`config.mk`:
```
export PLATFORM = sky130hd
export DESIGN_NAME = cscc_clock_switch
export DESIGN_NICKNAME = d
export VERILOG_FILES = /design/src/cscc_clock_switch.v /design/src/cscc_glitch_mux.v
export VERILOG_INCLUDE_DIRS = /design/src
export SDC_FILE = /design/constraint.sdc
export NUM_CORES = 1
export LEC_CHECK = 0
export ABC_AREA = 1
export BUFFER_PORTS_ARGS = -buffer_cell sky130_fd_sc_hd__clkbuf_2
export CORE_UTILIZATION = 24
export DETAILED_ROUTE_END_ITERATION = 8
export PLACE_DENSITY = 0.48
export SLEW_MARGIN = 20
export SYNTH_ARGS = -nofsm -noshare
export SYNTH_HDL_FRONTEND = slang
export SYNTH_SLANG_ARGS = --single-unit
```
`constraint.sdc`:
```
create_clock -name clk_sys -period 1 [get_ports clk_sys]
set_input_delay 0.1 -clock clk_sys [delete_from_list [all_inputs] [get_ports clk_sys]]
set_output_delay 0.1 -clock clk_sys [all_outputs]
set_load 0.01 [all_outputs]
```
`src/cscc_consts.vh`:
```
`ifndef CSCC_CONSTS_VH
`define CSCC_CONSTS_VH

// Register byte addresses
`define CSCC_ADR_W 8
`define CSCC_ADR_CTRL 8'h00
`define CSCC_ADR_STOP 8'h04

// Clock select/status register fields
`define CSCC_BIT_MAIN_SEL 4
`define CSCC_BIT_MAIN_STAT 5
`define CSCC_BIT_CPU_SEL 6
`define CSCC_BIT_CPU_STAT 7

// Oscillator stop register fields
`define CSCC_BIT_IH_STOP 0
`define CSCC_BIT_MX_STOP 1
`define CSCC_BIT_SUB_STOP 2
`define CSCC_BIT_HS_EXT 4
`define CSCC_BIT_HS_LOCK 5

// Reset values: internal oscillator feeds main clock, CPU on main clock
`define CSCC_RST_SEL 1'b0
`define CSCC_RST_STOP 1'b0
`define CSCC_STOP_RST_ALL 3'h0

`endif

```
`src/cscc_clock_switch.v`:
```
// Behaviour
// - Bit 6 picks CPU clock, bit 4 main
// - Old clock runs on several cycles after write
// - Bit 7 reads CPU clock status
// - Bit 5 reads main clock source status
// - Peripheral clock follows CPU clock source
// - Main source switch bounded by clock ratio
// - CPU main/sub switch bounded latency
// - Latency counted in old source cycles
// - Fractional latencies tolerate rounding up
// - High-speed clock kind fixed until reset
`include "cscc_consts.vh"
`default_nettype none

module cscc_clock_switch (
  // System
  input wire clk_sys,
  input wire arst_n,
  // Wishbone slave
  input wire wb_cyc_i,
  input wire wb_stb_i,
  input wire wb_we_i,
  input wire [`CSCC_ADR_W-1:0] wb_adr_i,
  input wire [3:0] wb_sel_i,
  input wire [31:0] wb_dat_i,
  output reg [31:0] wb_dat_o,
  output reg wb_ack_o,
  // Oscillator ticks, one-cycle enables at each source rate
  input wire ihTick,
  input wire mxTick,
  input wire subTick,
  // Derived clock enables
  output reg cpuClkEn_r,
  output reg periphClkEn_r,
  // Oscillator controls
  output reg internalOscStop_r,
  output reg mainOscStop_r,
  output reg subOscStop_r,
  output reg hsExtClock_r
);

  reg mainSel_r;
  reg cpuSel_r;
  reg hsLock_r;
  wire mainTick;
  wire mainStat;
  wire cpuTick;
  wire cpuStat;
  wire wbReq;
  wire wrByte0;
  reg [31:0] rdData;

  // Main clock: internal oscillator (A) or high-speed system clock (B)
  cscc_glitch_mux mainMux (
    .clk_sys(clk_sys),
    .arst_n(arst_n),
    .tickA(ihTick),
    .tickB(mxTick),
    .selB(mainSel_r),
    .tickOut_r(mainTick),
    .curB_r(mainStat)
  );

  // CPU clock: main clock (A) or subsystem clock (B)
  cscc_glitch_mux cpuMux (
    .clk_sys(clk_sys),
    .arst_n(arst_n),
    .tickA(mainTick),
    .tickB(subTick),
    .selB(cpuSel_r),
    .tickOut_r(cpuTick),
    .curB_r(cpuStat)
  );

  assign wbReq = wb_cyc_i & wb_stb_i & ~wb_ack_o;
  assign wrByte0 = wbReq & wb_we_i & wb_sel_i[0];

  always @* begin
    rdData = 32'h0000_0000;
    if (wb_adr_i == `CSCC_ADR_CTRL) begin
      rdData[`CSCC_BIT_MAIN_SEL] = mainSel_r;
      rdData[`CSCC_BIT_MAIN_STAT] = mainStat;
      rdData[`CSCC_BIT_CPU_SEL] = cpuSel_r;
      rdData[`CSCC_BIT_CPU_STAT] = cpuStat;
    end else if (wb_adr_i == `CSCC_ADR_STOP) begin
      rdData[`CSCC_BIT_IH_STOP] = internalOscStop_r;
      rdData[`CSCC_BIT_MX_STOP] = mainOscStop_r;
      rdData[`CSCC_BIT_SUB_STOP] = subOscStop_r;
      rdData[`CSCC_BIT_HS_EXT] = hsExtClock_r;
      rdData[`CSCC_BIT_HS_LOCK] = hsLock_r;
    end
  end

  // Bus answers every access one cycle later; unmapped reads return zero
  always @(posedge clk_sys or negedge arst_n) begin
    if (!arst_n) begin
      wb_ack_o <= 1'b0;
      wb_dat_o <= 32'h0000_0000;
    end else begin
      wb_ack_o <= wbReq;
      if (wbReq) begin
        wb_dat_o <= rdData;
      end
    end
  end

  // Status bits are read-only; writes to them are dropped
  always @(posedge clk_sys or negedge arst_n) begin
    if (!arst_n) begin
      mainSel_r <= `CSCC_RST_SEL;
      cpuSel_r <= `CSCC_RST_SEL;
    end else if (wrByte0 && wb_adr_i == `CSCC_ADR_CTRL) begin
      mainSel_r <= wb_dat_i[`CSCC_BIT_MAIN_SEL];
      cpuSel_r <= wb_dat_i[`CSCC_BIT_CPU_SEL];
    end
  end

  // Stop bits are passed on as written: software only stops an unused
  // oscillator, the mux never waits on a stopped source otherwise.
  always @(posedge clk_sys or negedge arst_n) begin
    if (!arst_n) begin
      internalOscStop_r <= `CSCC_RST_STOP;
      mainOscStop_r <= `CSCC_RST_STOP;
      subOscStop_r <= `CSCC_RST_STOP;
      hsExtClock_r <= 1'b0;
      hsLock_r <= 1'b0;
    end else if (wrByte0 && wb_adr_i == `CSCC_ADR_STOP) begin
      internalOscStop_r <= wb_dat_i[`CSCC_BIT_IH_STOP];
      mainOscStop_r <= wb_dat_i[`CSCC_BIT_MX_STOP];
      subOscStop_r <= wb_dat_i[`CSCC_BIT_SUB_STOP];
      // First write fixes crystal/external kind; only reset frees it
      if (!hsLock_r) begin
        hsExtClock_r <= wb_dat_i[`CSCC_BIT_HS_EXT];
        hsLock_r <= 1'b1;
      end
    end
  end

  // CPU and peripheral enables come from one source, so they never diverge
  always @(posedge clk_sys or negedge arst_n) begin
    if (!arst_n) begin
      cpuClkEn_r <= 1'b0;
      periphClkEn_r <= 1'b0;
    end else begin
      cpuClkEn_r <= cpuTick;
      periphClkEn_r <= cpuTick;
    end
  end

endmodule // cscc_clock_switch

`default_nettype wire

```
`src/cscc_glitch_mux.v`:
```
`default_nettype none

// Two-input switch for clock-enable streams. The old source keeps running
// until its next tick has passed; only then does the output wait for the
// first tick of the new source, so no runt or doubled period reaches the CPU.
module cscc_glitch_mux (
  // System
  input wire clk_sys,
  input wire arst_n,
  // Sources
  input wire tickA,
  input wire tickB,
  input wire selB,
  // Result
  output reg tickOut_r,
  output reg curB_r
);

  localparam [2:0] ST_RUN = 3'h1;
  localparam [2:0] ST_DRAIN = 3'h2;
  localparam [2:0] ST_ARM = 3'h4;

  reg [2:0] state_r;
  reg [2:0] state_nxt;
  wire oldTick;
  wire newTick;

  assign oldTick = curB_r ? tickB : tickA;
  assign newTick = curB_r ? tickA : tickB;

  always @* begin
    state_nxt = state_r;
    case (state_r)
      ST_RUN: begin
        if (selB != curB_r) begin
          state_nxt = ST_DRAIN;
        end
      end
      ST_DRAIN: begin
        // Last old-source cycle passes before the gate closes
        if (oldTick) begin
          state_nxt = ST_ARM;
        end
      end
      ST_ARM: begin
        // Worst case is one old period plus one new period, within the
        // rounded-up latency figures
        if (newTick) begin
          state_nxt = ST_RUN;
        end
      end
      default: begin
        state_nxt = ST_RUN;
      end
    endcase
  end

  always @(posedge clk_sys or negedge arst_n) begin
    if (!arst_n) begin
      state_r <= ST_RUN;
      curB_r <= `CSCC_RST_SEL;
      tickOut_r <= 1'b0;
    end else begin
      state_r <= state_nxt;
      // Status moves only once the new source has delivered its first tick
      if (state_r == ST_ARM && newTick) begin
        curB_r <= ~curB_r;
      end
      if (state_r == ST_ARM) begin
        tickOut_r <= newTick;
      end else begin
        tickOut_r <= oldTick;
      end
    end
  end

endmodule // cscc_glitch_mux

`default_nettype wire

```
-- Yosys cells after proc, flatten, opt, wreduce, memory -nomap -nowiden
Index checks and enable logic that the tools add are counted.
- memories kept: 0
- bits in read-only memories: 0
- logic and storage cells: 66
- input port bits: 52
- bits in latches: 0
- register bits after elaboration: 26
- bits in writable memories: 0
- output and inout port bits: 39
- shift-type cells: 0
- add/sub/neg operators: 0
- bitwise gates (word level): 8
- divide/modulo/power cells: 0
- equality and inequality tests: 15
- reductions and logical operators: 8
- mux-type cells: 19
- multipliers: 0
- order comparisons: 0
- operators by type and width (cell ; number):
    2-to-1 mux 3 bit ; 8
    case mux 3 bit (3 select lines) ; 2
    inequality test 2 x 1 -> 1 bit (second input constant) ; 6
    == test 8 x 3 -> 1 bit (second input constant) ; 1
    zero test 8 bit ; 1
    == test 3 x 1 -> 1 bit (second input constant) ; 2
    == test 3 x 2 -> 1 bit (second input constant) ; 2
    == test 3 bit (second input constant) ; 2
    2-to-1 mux 1 bit ; 6
    2-to-1 mux 2 bit ; 3
    AND reduction 3 bit ; 2
    AND 1 bit ; 4
    logical AND 1 bit ; 4
    inverter 1 bit ; 4
    inequality test 1 bit ; 2
    AND reduction 2 bit ; 1

-- Logic depth before layout (Yosys ltp)
- depth in word-level cells: 6
- gate-level depth with buffers: 7
- mapped depth without buffers: 7

-- Modules after synthesis
A second synthesis with hierarchy kept.
- cell total of the unflattened synthesis: 192
- area, all modules: 1580.3 um^2
- by module, submodules not included (module ; times used ; area an instance (um^2) ; sequential area each (um^2) ; cells each):
    cscc_clock_switch ; 1 ; 999.7 ; 400.4 ; 114
    cscc_glitch_mux ; 2 ; 290.3 ; 126.4 ; 39

-- Worst setup path before layout
No wires, ideal clock.
- path kind: register to register
- start: register wb_ack_o
- end: register cpuSel_r
- path slack: -0.076 ns
- cell stages (with the launch flop): 7
- arrival time: 0.960 ns
- period minus slack after synthesis: 1.076 ns
- cells stage by stage: dfrtp_1 -> inv_1 -> nand3_4 -> nor2_8 -> nand2_1 -> nand2_1 -> nand2_1
- cells in the longest elaborated chain, start to end: 5
- ends and longest elaborated chain (what ; line ; RTL):
    start, declared ; cscc_clock_switch.v:27 ; output reg wb_ack_o,
    start signal, assigned ; cscc_clock_switch.v:100 ; wb_ack_o <= wbReq;
    inverter 1 bit ; cscc_clock_switch.v:75 ; assign wbReq = wb_cyc_i & wb_stb_i & ~wb_ack_o;
    AND 1 bit ; cscc_clock_switch.v:75 ;
    AND 1 bit (2 in a row) ; cscc_clock_switch.v:76 ; assign wrByte0 = wbReq & wb_we_i & wb_sel_i[0];
    logical AND 1 bit (no line) ; - ;
    end signal, assigned ; cscc_clock_switch.v:111 ; cpuSel_r <= `CSCC_RST_SEL;
    end signal, assigned ; cscc_clock_switch.v:114 ; cpuSel_r <= wb_dat_i[`CSCC_BIT_CPU_SEL];
    end, declared ; cscc_clock_switch.v:43 ; reg cpuSel_r;
Every way passes these cells.
A chain may end at the register's enable or synchronous reset.

-- Worst setup path after layout
- start: register wb_ack_o
- end: register internalOscStop_r
- cells in the longest elaborated chain, start to end: 5
- ends and longest elaborated chain (what ; line ; RTL):
    inverter 1 bit ; cscc_clock_switch.v:75 ;
    AND 1 bit ; cscc_clock_switch.v:75 ;
    AND 1 bit (2 in a row) ; cscc_clock_switch.v:76 ;
    logical AND 1 bit (no line) ; - ;
    end signal, assigned ; cscc_clock_switch.v:122 ; internalOscStop_r <= `CSCC_RST_STOP;
    end signal, assigned ; cscc_clock_switch.v:128 ; internalOscStop_r <= wb_dat_i[`CSCC_BIT_IH_STOP];
    end, declared ; cscc_clock_switch.v:36 ; output reg internalOscStop_r,
Every way passes these cells.

==> flow_summary.html <==
<table>
<tr><th>Metric</th><th>Value</th></tr>
<tr><th colspan="2">Worst setup path</th></tr>
<tr><td>Worst stage delay on the critical path</td><td>0.40 ns</td></tr>
<tr><td>Critical path launch point type</td><td>flop</td></tr>
<tr><td>Critical Path Sink Type</td><td>flop</td></tr>
<tr><td>Cell with the biggest individual delay on the critical path</td><td>sky130_fd_sc_hd__dfrtp_1</td></tr>
<tr><td>Worst Reg-to-Reg Cells</td><td>6</td></tr>
<tr><td>Cell breakdown of the critical path</td><td>inv_2 -&gt; nand3_4 -&gt; nor2_8 -&gt; nand2_4 -&gt; nand2_2 -&gt; nand2_1</td></tr>
<tr><td>Maximum fanout count along the critical path</td><td>5</td></tr>
<tr><td>CP delay by family, top</td><td>simple AND/OR/NAND/NOR gates</td></tr>
<tr><td>WS Path Type</td><td>reg2reg</td></tr>
<tr><td>Required time of the worst setup path</td><td>approximately 1.2 ns</td></tr>
<tr><td>Count of buffering cells on the critical path with inverters included</td><td>1</td></tr>
<tr><td>Crit path DAT</td><td>around 1.3 ns</td></tr>
<tr><td>Cell depth of the worst setup path</td><td>6</td></tr>
<tr><th colspan="2">Timing</th></tr>
<tr><td>Number of setup violations in the final report</td><td>19</td></tr>
<tr><td>Final WS setup</td><td>-0.109 ns</td></tr>
<tr><td>Final count of hold timing violations</td><td>0</td></tr>
<tr><td>Clock period minus final worst setup slack</td><td>~1.1 ns</td></tr>
<tr><td>RSZ-0062 raised after global routing</td><td>true</td></tr>
<tr><td>Setup skew after layout</td><td>about 0.008 ns</td></tr>
<tr><td>Highest clock rate</td><td>about 900 MHz</td></tr>
<tr><td>Share of the clock period used by the worst path after layout</td><td>1.11</td></tr>
<tr><td>Hold_ws</td><td>0.0448 ns</td></tr>
<tr><td>Final Slew Violations</td><td>0</td></tr>
<tr><th colspan="2">CTS</th></tr>
<tr><td>Clock latency on the worst-skew pair</td><td>between 0.2 and 0.3 ns</td></tr>
<tr><td>H-tree depth reported by CTS</td><td>1</td></tr>
<tr><td>Number of sinks handled by clock tree synthesis</td><td>26</td></tr>
<tr><td>Total CTS buffers</td><td>3</td></tr>
<tr><td>Root buffer cell</td><td>sky130_fd_sc_hd__clkbuf_8</td></tr>
<tr><td>Clock tree from TritonCTS</td><td>yes</td></tr>
<tr><td>Longest Clk Path Bufs</td><td>2</td></tr>
<tr><td>Clock slew at the register clock pins of the worst setup and hold paths</td><td>0.09 ns</td></tr>
<tr><th colspan="2">Final layout</th></tr>
<tr><td>Area overhead of the layout relative to synthesis</td><td>30.5%</td></tr>
<tr><td>Share of final-layout standard cells stronger than drive strength 1</td><td>0.435</td></tr>
<tr><td>Final core utilization</td><td>0.330</td></tr>
<tr><td>Antenna cells</td><td>0</td></tr>
<tr><td>Fin nets</td><td>around 290</td></tr>
<tr><th colspan="2">Synth</th></tr>
<tr><td>Async SR Flop Fraction</td><td>1.00</td></tr>
<tr><td>Area share of the largest cell type after synthesis</td><td>0.394</td></tr>
<tr><td>Most common flop cell mapped by yosys</td><td>sky130_fd_sc_hd__dfrtp_1</td></tr>
<tr><td>Most common cell in the netlist</td><td>sky130_fd_sc_hd__nand2_1</td></tr>
<tr><td>Leading post-synthesis cells by instance count</td><td>sky130_fd_sc_hd__nand2_1 (56), sky130_fd_sc_hd__buf_4 (26), sky130_fd_sc_hd__dfrtp_1 (24)</td></tr>
<tr><td>Library cell with the largest summed area after synthesis</td><td>sky130_fd_sc_hd__dfrtp_1</td></tr>
<tr><td>Synthesis Warnings</td><td>0</td></tr>
<tr><td>Number of synthesized flops with an enable pin</td><td>0</td></tr>
<tr><td>Per-instance average area after synthesis</td><td>about 8.4 um^2</td></tr>
<tr><td>Summed instance area of the synthesized netlist</td><td>about 1500 um^2</td></tr>
<tr><td>Share of the yosys chip area belonging to registers</td><td>0.429</td></tr>
<tr><td>Distinct cell type count after synthesis</td><td>26</td></tr>
<tr><td>Ranking of synthesized cells by area</td><td>sky130_fd_sc_hd__dfrtp_1 (39%), sky130_fd_sc_hd__nand2_1 (14%), sky130_fd_sc_hd__buf_4 (13%), sky130_fd_sc_hd__nand3_1 (5.3%), sky130_fd_sc_hd__inv_1 (5.2%)</td></tr>
<tr><td>Post-Synthesis Cells</td><td>182</td></tr>
<tr><td>FF+latch count, synth</td><td>26</td></tr>
<tr><th colspan="2">Worst hold path</th></tr>
<tr><td>Min-delay worst type</td><td>in2reg</td></tr>
<tr><td>Hold-critical path depth</td><td>3</td></tr>
<tr><th colspan="2">Placed design</th></tr>
<tr><td>Final weighted congestion of routability-driven global placement</td><td>approximately 0.71</td></tr>
<tr><td>Final HPWL from detailed placement</td><td>between 2000 and 2500 um</td></tr>
<tr><td>Number of buffer cells added on primary ports</td><td>35</td></tr>
<tr><th colspan="2">Pwr</th></tr>
<tr><td>Power per Cell Area</td><td>1780 nW/um^2</td></tr>
<tr><td>Total leakage power</td><td>between 1 and 1.5 nW</td></tr>
<tr><td>Worst voltage drop across the vdd grid</td><td>~0.76 mV</td></tr>
<tr><th colspan="2">Run status</th></tr>
<tr><td>Run status</td><td>complete, but fails checks</td></tr>
<tr><td>Violated checks</td><td>negative setup slack</td></tr>
<tr><th colspan="2">Flow run</th></tr>
<tr><td>Max-cap violations</td><td>0</td></tr>
<tr><th colspan="2">Routing</th></tr>
<tr><td>Average wire per standard cell</td><td>9.32 um</td></tr>
<tr><td>Number of violations reported at the end of detailed-routing iteration 0</td><td>58</td></tr>
<tr><td>DR vias</td><td>approximately 1200</td></tr>
<tr><td>Residual antenna-violating net count after detailed routing</td><td>0</td></tr>
<tr><td>Avg Vias per Cell</td><td>3.92</td></tr>
<tr><td>First drt pass iteration count</td><td>4</td></tr>
<tr><td>DR DRC count</td><td>0</td></tr>
<tr><td>Routed WL</td><td>around 2900 um</td></tr>
<tr><th colspan="2">Die</th></tr>
<tr><td>Die Width</td><td>between 80 and 90 um</td></tr>
<tr><td>Initial Util</td><td>0.253</td></tr>
<tr><td>Placeable Area</td><td>between 6000 and 7000 um^2</td></tr>
<tr><td>Area enclosed by the die boundary</td><td>~6700 um^2</td></tr>
<tr><td>Cell row count</td><td>28</td></tr>
<tr><td>I/O pin count</td><td>91</td></tr>
<tr><td>Die Y</td><td>81.7 um</td></tr>
<tr><th colspan="2">Global routing</th></tr>
<tr><td>Wire length of the first global-routing pass</td><td>about 4800 um</td></tr>
<tr><td>Total congestion overflow after global routing</td><td>0</td></tr>
<tr><td>Largest net degree at the start of global routing</td><td>16</td></tr>
<tr><td>Tot GR Track Use</td><td>0.0924</td></tr>
<tr><td>Number of antenna violations at the first check in global routing</td><td>0</td></tr>
<tr><td>Number of global-route vias before repair</td><td>approximately 1100</td></tr>
</table>
tightest hold or removal path, delay by kind of cell:
kind | cells | cell delay [ns]
buffers and inverters | 1 | 0.08
and+or+nand+nor | 2 | 0.11
layout make-up:
type	count	area [um^2]
Sequential cell	26	654
Clock buffer	4	55.1
Inverter	23	91.3
Timing Repair Buffer	47	299
Fill cell	641	4040
Multi-Input combinational cell	132	796
Tap cell	75	93.8
logic make-up (layout without fill, tap and decap cells):
kind of cell / Yosys count / after routing / share of synthesized area
compound gates: 6 / 6 / 0.0222
xor+xnor: 4 / 4 / 0.0230
buf+inv: 49 / 74 / 0.185
flops: 26 / 26 / 0.429
other cells: 1 / 25 / 0.00246
simple gates: 96 / 97 / 0.339
through the flow:
stage	cell area (um^2)	setup WS, ns	setup TNS, ns	power [W]	std cells
global placement	1770	-0.102	-0.983	0.00254	297
floorplan	1630	-0.0550	-0.311	0.00228	206
finish	1990	-0.109	-1.05	0.00355	307
global route	1990	-0.181	-2.68	0.00380	307
CTS	1890	-0.114	-0.852	0.00339	304
detailed placement	1770	-0.125	-1.27	0.00256	297
worst paths after layout:
kind,endpoint,start,slack [ns]
min reg2reg,periphClkEn_r$_DFF_PN0_,cpuMux.tickOut_r$_DFF_PN0_,0.36
min in group asynchronous,hsLock_r$_DFFE_PN0P_,arst_n,0.26
max in group asynchronous,wb_dat_o[7]$_DFFE_PN0P_,arst_n,0.35
max reg2reg,internalOscStop_r$_DFFE_PN0P_,wb_ack_o$_DFF_PN0_,-0.11
min,subOscStop_r$_DFFE_PN0P_,wb_dat_i[2],0.04
max,internalOscStop_r$_DFFE_PN0P_,wb_ack_o$_DFF_PN0_,-0.11
cells in the final DEF, fill, tap and decap left out:
| master | instances |
|---|---|
| sky130_fd_sc_hd__nand3_4 | 2 |
| sky130_fd_sc_hd__dlygate4sd3_1 | 1 |
| sky130_fd_sc_hd__inv_2 | 7 |
| sky130_fd_sc_hd__o21ai_1 | 1 |
| sky130_fd_sc_hd__buf_12 | 1 |
| sky130_fd_sc_hd__nand3_1 | 11 |
| sky130_fd_sc_hd__nand2_4 | 2 |
| sky130_fd_sc_hd__xnor2_1 | 2 |
| sky130_fd_sc_hd__nor3_4 | 4 |
| sky130_fd_sc_hd__nand4_1 | 5 |
| sky130_fd_sc_hd__buf_6 | 5 |
| sky130_fd_sc_hd__conb_1 | 25 |
| sky130_fd_sc_hd__inv_6 | 1 |
| sky130_fd_sc_hd__a21oi_2 | 1 |
| sky130_fd_sc_hd__nor2_2 | 1 |
| sky130_fd_sc_hd__nor2_8 | 2 |
| sky130_fd_sc_hd__dfrtp_2 | 1 |
| sky130_fd_sc_hd__inv_1 | 15 |
| sky130_fd_sc_hd__a21oi_1 | 1 |
| sky130_fd_sc_hd__dfstp_2 | 2 |
| sky130_fd_sc_hd__o21ai_2 | 2 |
| sky130_fd_sc_hd__nand2_1 | 42 |
| sky130_fd_sc_hd__xor2_1 | 2 |
| sky130_fd_sc_hd__clkbuf_8 | 4 |
| sky130_fd_sc_hd__nor2_1 | 2 |
| sky130_fd_sc_hd__nand3_2 | 6 |
| sky130_fd_sc_hd__o21ai_0 | 1 |
| sky130_fd_sc_hd__nor2_4 | 4 |
| sky130_fd_sc_hd__clkbuf_2 | 35 |
| sky130_fd_sc_hd__nand2_2 | 16 |
| sky130_fd_sc_hd__buf_4 | 5 |
| sky130_fd_sc_hd__dfrtp_1 | 23 |
what timing repair did:
item / CTS / global route
hold buffers: 1 / 0
setup endpoints to repair: 22 / 24
resized for setup: 13 / 25
buffers inserted: 1 / 3
pin swaps: 6 / 16
cloned: 1 / 0
hold endpoints to repair: 9 / 0
report_power, final:
group | switching (W) | total (W) | internal, W
clock | 0.000332 | 0.000684 | 0.000352
sequential | 0.000243 | 0.00154 | 0.00130
combinational | 0.000714 | 0.00132 | 0.000606
total | 0.00129 | 0.00355 | 0.00226
registers in the layout, summed over array words and instances, names as in the netlist:
signal / flops
mainMux.state_r: 3
hsExtClock_r: 1
wb_ack_o: 1
mainSel_r: 1
mainMux.curB_r: 1
cpuMux.tickOut_r: 1
mainOscStop_r: 1
hsLock_r: 1
subOscStop_r: 1
cpuMux.curB_r: 1
internalOscStop_r: 1
cpuMux.state_r: 3
wb_dat_o: 7
cpuSel_r: 1
periphClkEn_r: 1
mainMux.tickOut_r: 1
per-layer routing:
metal	vias up	share of wire	global-route usage
met5	-	0	0
met1	544	0.49	0.128
met4	0	0.018	0.0368
li1	617	-	-
met2	38	0.45	0.147
met3	4	0.046	0.0100
No activity file was read; power rests on OpenSTA's default activity.
